<file path="src/verilog/ccgcr_defines.vh">
// Register map constants of the clock generator configuration bank
// Assumes an 8-bit data, 10-bit address register access port
`ifndef CCGCR_DEFINES_VH
`define CCGCR_DEFINES_VH

`define CCGCR_AW 10
`define CCGCR_ADDR_PORT_CFG 10'h000
`define CCGCR_ADDR_UNUSED1 10'h001
`define CCGCR_ADDR_RSVD2 10'h002
`define CCGCR_ADDR_DEV_CODE 10'h003
`define CCGCR_ADDR_READBACK 10'h004
`define CCGCR_ADDR_VER_LO 10'h005
`define CCGCR_ADDR_VER_HI 10'h006
`define CCGCR_ADDR_PUMP 10'h010
`define CCGCR_ADDR_REFDIV_LO 10'h011
`define CCGCR_ADDR_REFDIV_HI 10'h012
`define CCGCR_ADDR_SWALLOW 10'h013

`define CCGCR_RST_PORT_CFG 8'h00
`define CCGCR_RST_READBACK 8'h00
`define CCGCR_RST_VER_LO 8'h00
`define CCGCR_RST_VER_HI 8'h00
`define CCGCR_RST_PUMP 8'h7D
`define CCGCR_RST_REFDIV_LO 8'h01
`define CCGCR_RST_REFDIV_HI 6'h00
`define CCGCR_RST_SWALLOW 6'h00

// Serial port config fields: mirrored pairs
`define CCGCR_PC_SOFT_RST_LO 2
`define CCGCR_PC_SOFT_RST_HI 5
`define CCGCR_PC_KEEP_MASK 8'hC3
`define CCGCR_READBACK_BIT 0
`define CCGCR_REFDIV_HI_W 6
`define CCGCR_SWALLOW_W 6

`endif

</file>
<file path="src/verilog/ccgcr_bank.v">
// Low-address configuration register bank of a PLL clock generator
// Assumes a serial-port engine issuing one-cycle wr_en/rd_en strobes
`include "ccgcr_defines.vh"

module ccgcr_bank #(
  parameter [7:0] DEVICE_CODE = 8'h5A // Arbitrary neutral value
) (
  input wire clock,
  input wire rst_n,
  input wire [`CCGCR_AW-1:0] addr,
  input wire [7:0] wr_data,
  input wire wr_en,
  input wire rd_en,
  input wire update,
  output reg [7:0] rd_data_q,
  output reg read_active_q,
  output reg soft_reset_q,
  output reg [7:0] pump_setup_q,
  output reg [13:0] ref_divider_q,
  output reg [5:0] swallow_count_q,
  output reg [15:0] eeprom_version_q
);

  // ==========================================================
  // Buffer registers
  reg [7:0] port_cfg_q;
  reg [7:0] buf_pump_q;
  reg [7:0] buf_ref_lo_q;
  reg [5:0] buf_ref_hi_q;
  reg [5:0] buf_swallow_q;
  reg [7:0] buf_ver_lo_q;
  reg [7:0] buf_ver_hi_q;
  reg [7:0] rd_d;
  wire soft_req;

  assign soft_req = wr_en && (addr == `CCGCR_ADDR_PORT_CFG) &&
    (wr_data[`CCGCR_PC_SOFT_RST_LO] || wr_data[`CCGCR_PC_SOFT_RST_HI]);

  // ==========================================================
  // Write decode
  always @(posedge clock or negedge rst_n) begin
    if (!rst_n) begin
      port_cfg_q <= `CCGCR_RST_PORT_CFG;
      read_active_q <= 1'b0;
      buf_pump_q <= `CCGCR_RST_PUMP;
      buf_ref_lo_q <= `CCGCR_RST_REFDIV_LO;
      buf_ref_hi_q <= `CCGCR_RST_REFDIV_HI;
      buf_swallow_q <= `CCGCR_RST_SWALLOW;
      buf_ver_lo_q <= `CCGCR_RST_VER_LO;
      buf_ver_hi_q <= `CCGCR_RST_VER_HI;
      soft_reset_q <= 1'b0;
    end else if (soft_reset_q) begin
      port_cfg_q <= `CCGCR_RST_PORT_CFG;
      read_active_q <= 1'b0;
      buf_pump_q <= `CCGCR_RST_PUMP;
      buf_ref_lo_q <= `CCGCR_RST_REFDIV_LO;
      buf_ref_hi_q <= `CCGCR_RST_REFDIV_HI;
      buf_swallow_q <= `CCGCR_RST_SWALLOW;
      buf_ver_lo_q <= `CCGCR_RST_VER_LO;
      buf_ver_hi_q <= `CCGCR_RST_VER_HI;
      soft_reset_q <= 1'b0;
    end else begin
      soft_reset_q <= soft_req;
      if (wr_en) begin
        case (addr)
          `CCGCR_ADDR_PORT_CFG: begin
            port_cfg_q <= wr_data & `CCGCR_PC_KEEP_MASK;
          end
          `CCGCR_ADDR_READBACK: begin
            read_active_q <= wr_data[`CCGCR_READBACK_BIT];
          end
          `CCGCR_ADDR_VER_LO: begin
            buf_ver_lo_q <= wr_data;
          end
          `CCGCR_ADDR_VER_HI: begin
            buf_ver_hi_q <= wr_data;
          end
          `CCGCR_ADDR_PUMP: begin
            buf_pump_q <= wr_data;
          end
          `CCGCR_ADDR_REFDIV_LO: begin
            buf_ref_lo_q <= wr_data;
          end
          `CCGCR_ADDR_REFDIV_HI: begin
            buf_ref_hi_q <= wr_data[`CCGCR_REFDIV_HI_W-1:0];
          end
          `CCGCR_ADDR_SWALLOW: begin
            buf_swallow_q <= wr_data[`CCGCR_SWALLOW_W-1:0];
          end
          default: begin
          end
        endcase
      end
    end
  end

  // ==========================================================
  // Active registers, loaded by update
  always @(posedge clock or negedge rst_n) begin
    if (!rst_n) begin
      pump_setup_q <= `CCGCR_RST_PUMP;
      ref_divider_q <= {`CCGCR_RST_REFDIV_HI, `CCGCR_RST_REFDIV_LO};
      swallow_count_q <= `CCGCR_RST_SWALLOW;
      eeprom_version_q <= {`CCGCR_RST_VER_HI, `CCGCR_RST_VER_LO};
    end else if (soft_reset_q) begin
      pump_setup_q <= `CCGCR_RST_PUMP;
      ref_divider_q <= {`CCGCR_RST_REFDIV_HI, `CCGCR_RST_REFDIV_LO};
      swallow_count_q <= `CCGCR_RST_SWALLOW;
      eeprom_version_q <= {`CCGCR_RST_VER_HI, `CCGCR_RST_VER_LO};
    end else if (update) begin
      pump_setup_q <= buf_pump_q;
      ref_divider_q <= {buf_ref_hi_q, buf_ref_lo_q};
      swallow_count_q <= buf_swallow_q;
      eeprom_version_q <= {buf_ver_hi_q, buf_ver_lo_q};
    end
  end

  // ==========================================================
  // Read mux
  always @* begin
    rd_d = 8'h00;
    case (addr)
      `CCGCR_ADDR_PORT_CFG: rd_d = port_cfg_q;
      `CCGCR_ADDR_DEV_CODE: rd_d = DEVICE_CODE;
      `CCGCR_ADDR_READBACK: rd_d = {7'h00, read_active_q};
      `CCGCR_ADDR_VER_LO:
        rd_d = read_active_q ? eeprom_version_q[7:0] : buf_ver_lo_q;
      `CCGCR_ADDR_VER_HI:
        rd_d = read_active_q ? eeprom_version_q[15:8] : buf_ver_hi_q;
      `CCGCR_ADDR_PUMP:
        rd_d = read_active_q ? pump_setup_q : buf_pump_q;
      `CCGCR_ADDR_REFDIV_LO:
        rd_d = read_active_q ? ref_divider_q[7:0] : buf_ref_lo_q;
      `CCGCR_ADDR_REFDIV_HI:
        rd_d = {2'h0, read_active_q ? ref_divider_q[13:8] : buf_ref_hi_q};
      `CCGCR_ADDR_SWALLOW:
        rd_d = {2'h0, read_active_q ? swallow_count_q : buf_swallow_q};
      default: rd_d = 8'h00;
    endcase
  end

  always @(posedge clock or negedge rst_n) begin
    if (!rst_n) begin
      rd_data_q <= 8'h00;
    end else if (rd_en) begin
      rd_data_q <= rd_d;
    end
  end

endmodule

</file>
<file path="config.mk">
export PLATFORM = sky130hd
export DESIGN_NAME = ccgcr_bank
export DESIGN_NICKNAME = d
export VERILOG_FILES = /design/src/verilog/ccgcr_bank.v
export VERILOG_INCLUDE_DIRS = /design/src /design/src/verilog
export SDC_FILE = /design/constraint.sdc
export NUM_CORES = 1
export LEC_CHECK = 0
export ABC_CLOCK_PERIOD_IN_PS = 2600
export BUFFER_PORTS_ARGS = -buffer_cell sky130_fd_sc_hd__buf_4
export CAP_MARGIN = 10
export CORE_ASPECT_RATIO = 0.6
export CORE_MARGIN = 2
export CORE_UTILIZATION = 40
export CTS_BUF_LIST = sky130_fd_sc_hd__clkbuf_8 sky130_fd_sc_hd__clkbuf_16
export DETAILED_ROUTE_END_ITERATION = 6
export PLACE_DENSITY = 0.59
export REMOVE_ABC_BUFFERS = 1
export SYNTH_ARGS = -nofsm -noshare
export SYNTH_HDL_FRONTEND = slang
export SYNTH_SLANG_ARGS = --single-unit
</file>
<file path="constraint.sdc">
create_clock -name clock -period 2.6 [get_ports clock]
set_clock_uncertainty 0.2 [all_clocks]
set_input_delay 0.39 -clock clock [delete_from_list [all_inputs] [get_ports clock]]
set_output_delay 0.39 -clock clock [all_outputs]
set_load 0.05 [all_outputs]
</file>
Word level (Yosys, flattened, before mapping)
Cells that the tools add are included.
W data, S select, Z words.
{"block": "totals", "input_bits": 23, "wordCells": 84, "register_bits": 106, "output_inout_bits": 54}
{"block": "op_classes", "reduce_logical": 22, "muxes": 40, "n_eq_ne": 8}
{"op": "$mux W8", "count": 21}
{"op": "$pmux W8 S9", "count": 1}
{"op": "$mux W6", "count": 10}
{"op": "$eq A10 B5 Y1 const B", "count": 4}
{"op": "$mux W16", "count": 2}
{"op": "$eq A10 B3 Y1 const B", "count": 3}
{"op": "$mux W14", "count": 2}
{"op": "$reduce_bool A2 Y1", "count": 10}
{"op": "$reduce_and A2 Y1", "count": 8}
{"op": "$eq A10 B2 Y1 const B", "count": 1}
{"op": "$logic_not A10 Y1", "count": 1}
{"op": "$mux W1", "count": 4}
{"op": "$logic_and A1 B1 Y1", "count": 2}
{"op": "$logic_or A1 B1 Y1", "count": 1}

Depth between registers and ports, before layout
{"block": "logic_depth", "word_depth": 4, "mapped_depth": 7, "ltp_nobuf": 5}

Least setup slack after synthesis
No wires, ideal clock.
{"block": "synth_timing", "path_kind": "register -> register", "start": "reg read_active_q", "end": "reg rd_data_q[1]", "required_ps": 2265, "stages_incl_launch_ff": 8, "synth_period_minus_slack_ps": 2489, "n_path_buf": 2, "path_slack_ps": 111, "setup_time_ps": 135, "t_arrival_ps": 2154, "path_cell_list": "dfrtp_1 -> buf_2 -> buf_1 -> mux2i_1 -> o22ai_1 -> o21a_1 -> a221oi_1 -> o22ai_1"}
{"block": "synth_between", "elab_chain_cells": 2, "word_cells_on_any_way": 7, "cone_classes": "mux (7)"}
{"item": "start: declaration", "line": "ccgcr_bank.v:16", "rtl": "output reg read_active_q,"}
{"item": "start signal: assignment", "line": "ccgcr_bank.v:70", "rtl": "read_active_q <= wr_data[`CCGCR_READBACK_BIT];"}
{"item": "$mux W6 (tied with other cells)", "line": "ccgcr_bank.v:137", "rtl": "rd_d = {2'h0, read_active_q ? swallow_count_q : buf_swallow_q};"}
{"item": "$pmux W8 S9 (*)", "line": "ccgcr_bank.v:122", "rtl": "case (addr)"}
{"item": "end signal: assignment", "line": "ccgcr_bank.v:146", "rtl": "rd_data_q <= rd_d;"}
{"item": "end: declaration", "line": "ccgcr_bank.v:15", "rtl": "output reg [7:0] rd_data_q,"}
Every way passes the cells marked *; elsewhere a longest branch is shown, timed or not.
A chain may end at the register's enable or synchronous reset.

Final worst setup path
{"block": "layout_timing", "start": "reg read_active_q", "end": "out read_active_q"}
No word-level cell between the ends.

==> out/summary.txt <==
===========================================================================================
Status                                                                            completed
Min cycle time layout                                                               2270 ps
Remaining global-route overflow                                                           0
Cell area after synthesis                                                        5110 sq um
Share of flip-flops with an asynchronous set or reset after synthesis                  100%
NumNets Final                                                                           583
Int Power                                                                           2.55 mW
Max-cap violations                                                                        0
Tcrit/Tclk final                                                                      87.3%
Die area                                                                        13700 sq um
Hold endpoint                                                                  rd_data_q[6]$_DFFE_PN0P_
Measured slew at the worst slew-check pin                                            848 ps
Total count of hold-check failures in the final report                                    0
Required time worst endpoint                                                        2010 ps
Reg-to-reg critical path endpoint                                              rd_data_q[7]$_DFFE_PN0P_
Total via count in the routed design                                                   4066
Standby leakage power                                                               3.20 nW
N_diodes                                                                                  0
Average size of a mapped cell                                                    10.6 sq um
HP Start                                                                              rd_en
Post-synthesis cell count                                                               481
Total number of H-tree levels                                                             3
Vias in the first global route                                                         4070
Number of buffers between clock root and the deepest sink                                 2
Residual DRC                                                                              0
Die X-Extent                                                                         150 um
Startpoint of the worst register-to-register path                              read_active_q$_DFFE_PN0P_
Worst min-delay path category                                                        in2reg
Setup slack after layout                                                             329 ps
Capturing element type of the critical path                                      output pin
Largest net degree at the start of global routing                                        52
Fmax                                                                              0.440 GHz
Fraction of power spent switching nets                                                24.2%
IO Pins                                                                                  77
Antenna violations before repair                                                          0
Vias per Instance                                                                      5.57
Headroom to the max-slew limit                                                        43.5%
Reg2Reg Depth                                                                             5
Clock-pin slew on the worst setup and hold paths                                      70 ps
Clock Latency Late Sink                                                              340 ps
RSZ-0062 raised after global routing                                                     no
Wire length of the first global-routing pass                                       23100 um
Fraction of layout cells with a size suffix above 1                                   26.5%
Floorplan die height                                                                91.5 um
Data arrival time of the critical path                                              1680 ps
Reg2Reg Setup Slack                                                                  340 ps
Total number of yosys warnings                                                            0
Netlist cell types                                                                       45
Final number of setup-violating endpoints                                                 0
Pre-CTS setup slack                                                                  172 ps
Type of the worst setup path                                                        reg2out
Weighted congestion reported at the end of routability-driven placement               0.881
NetSw                                                                              0.811 mW
Effective utilization at floorplan                                                    41.7%
CTS sink count                                                                          102
Synth Flop Type                                                                sky130_fd_sc_hd__dfrtp_1
Power share of the combinational group                                                 8.5%
EDFF count, synth                                                                         0
Area of the core region                                                         12300 sq um
Final max-slew violation count                                                            0
Number of cells upsized or downsized after cts                                            0
Worst-path maximum fanout                                                                18
Proportion of power drawn by the clock network                                        42.5%
Global router's overall resource usage                                                22.0%
Area added between synthesis and finish                                               22.5%
Number of buffers added on ports                                                         76
DR WL/cell                                                                          19.8 um
Master cell of the clock root buffer                                           sky130_fd_sc_hd__clkbuf_16
Count of nets left with antenna violations after detail routing                           0
Proportion of power drawn by flip-flops and latches                                   49.1%
Number of rows created at floorplan                                                      31
Setup Fix Bufs, Post-CTS                                                                  0
Hpwl dp                                                                             9980 um
Cell depth of the worst hold path                                                         2
TritonCTS clock tree                                                                   done
Register area share after synthesis                                                   50.3%
DR pass1 iterations                                                                       5
Cts-stage hold buffer count                                                               1
Total length of routed wires                                                       14400 um
Sort of element at the start of the critical path                                  register
Largest voltage drop on the vdd net                                                  316 uV
PD cells                                                                        537 nW/um^2
Filler Cell Count                                                                      1145
Number of buffers added by the clock tree synthesis step                                  9
Number of design-rule violations left by the first detailed-router iteration            309
Final Hold Slack                                                                     136 ps
Synthesized flop and latch total                                                        102
===========================================================================================
power groups by stage:
stage | registers [mW] | logic [mW] | clock network, mW
floorplan | 1.72 | 0.0725 | 0
global placement | 1.68 | 0.281 | 0
detailed placement | 1.68 | 0.285 | 0
CTS | 1.65 | 0.288 | 1.45
global route | 1.65 | 0.307 | 1.52
finish | 1.65 | 0.284 | 1.43
flip-flops by register name, summed over array words and instances, names as in the netlist:
name and count:
eeprom_version_q 16, ref_divider_q 14, buf_pump_q 8, buf_ref_lo_q 8
buf_ver_hi_q 8, buf_ver_lo_q 8, pump_setup_q 8, rd_data_q 8
buf_ref_hi_q 6, buf_swallow_q 6, swallow_count_q 6, port_cfg_q 4
read_active_q 1, soft_reset_q 1
synth_stat cells, drive strengths merged (2+ instances only):
cell type / count / area, sq um
nand3: 21 / 125
nor3: 3 / 20.0
a21oi: 13 / 65.1
buf: 14 / 77.6
a211o: 14 / 123
nor2b: 8 / 50.1
o21ai: 5 / 25.0
or4: 2 / 18.8
inv: 16 / 60.1
mux2: 5 / 56.3
nand2: 26 / 100
dfstp: 14 / 368
or4b: 2 / 20.0
o22ai: 28 / 181
dfrtp: 88 / 2200
nand2b: 2 / 12.5
clkbuf: 18 / 67.6
nor2: 75 / 284
mux2i: 105 / 1050
and3: 5 / 31.3
nor4: 4 / 46.3
routing by layer:
layer / vias to the layer above / share of wire, % / GRT usage, %
li1: 1863 / - / -
met5: - / 0 / 0
met1: 2070 / 51 / 34.6
met2: 124 / 43 / 31.8
met4: 0 / 0.51 / 2.83
met3: 9 / 5.7 / 4.37
layout by cell type (no fill, tap or decap), types with 2 or more instances in the layout:
master,n
sky130_fd_sc_hd__nand2b_1,2
sky130_fd_sc_hd__o21ai_0,5
sky130_fd_sc_hd__dfstp_2,14
sky130_fd_sc_hd__dfrtp_2,2
sky130_fd_sc_hd__nor4_1,2
sky130_fd_sc_hd__nor3_1,2
sky130_fd_sc_hd__mux2_2,5
sky130_fd_sc_hd__clkinvlp_4,2
sky130_fd_sc_hd__mux2i_1,105
sky130_fd_sc_hd__clkbuf_16,9
sky130_fd_sc_hd__nand3_1,17
sky130_fd_sc_hd__nor2_1,74
sky130_fd_sc_hd__nand3_2,4
sky130_fd_sc_hd__clkbuf_8,3
sky130_fd_sc_hd__nand2_1,25
sky130_fd_sc_hd__inv_1,16
sky130_fd_sc_hd__o22ai_1,27
sky130_fd_sc_hd__a21oi_1,13
sky130_fd_sc_hd__nor2b_1,8
sky130_fd_sc_hd__dfrtp_1,86
sky130_fd_sc_hd__a211o_1,14
sky130_fd_sc_hd__buf_4,98
sky130_fd_sc_hd__and3_1,5
layout make-up:
class / instances / area (sq um) / share of cell area, %
tap: 165 / 206 / 3.30
inverter: 16 / 60.1 / 0.960
clock buffer: 12 / 267 / 4.26
multi-input combinational: 331 / 2330 / 37.3
timing repair buffer: 100 / 766 / 12.2
clock inverter: 4 / 53.8 / 0.860
sequential: 102 / 2570 / 41.1
through the flow:
stage	cell area (sq um)	total power [mW]	TNS, ps	cells	util (%)
2_1_floorplan	4960	1.79	-2990	449	-
6_report	6260	3.36	0	730	51.0
4_1_cts	6260	3.39	0	730	51.0
5_1_grt	6260	3.48	0	730	51.0
3_5_place_dp	5930	1.96	0	713	48.3
3_3_place_gp	5930	1.96	0	713	48.3
kinds of logic after synthesis:
logic type	Yosys count	share of synthesized area, %
buffers and inverters	48	4.02
multiplexers	110	21.7
AND/OR/NAND/NOR	152	14.7
AO/OA/AOI/OAI	69	9.31
flip-flops	102	50.3
worst max-delay path: stages, from the launching register on:
cell and delay [ps]:
sky130_fd_sc_hd__dfrtp_2 730, sky130_fd_sc_hd__buf_4 360, sky130_fd_sc_hd__buf_4 240
worst max-delay path by stage:
stage / from / end / slack (ps) / cells past startpoint
after floorplan: read_active_q$_DFFE_PN0P_ / rd_data_q[1]$_DFFE_PN0P_ / -430 / 5
after global placement: addr[1] / rd_data_q[3]$_DFFE_PN0P_ / 220 / 6
after detailed placement: addr[5] / buf_ref_hi_q[0]$_DFFE_PN0P_ / 170 / 8
after CTS: read_active_q$_DFFE_PN0P_ / rd_data_q[7]$_DFFE_PN0P_ / 290 / 5
after global routing: read_active_q$_DFFE_PN0P_ / rd_data_q[0]$_DFFE_PN0P_ / 220 / 6
final: read_active_q$_DFFE_PN0P_ / read_active_q / 330 / 2
Note: power is estimated with default switching activity, not from simulation.
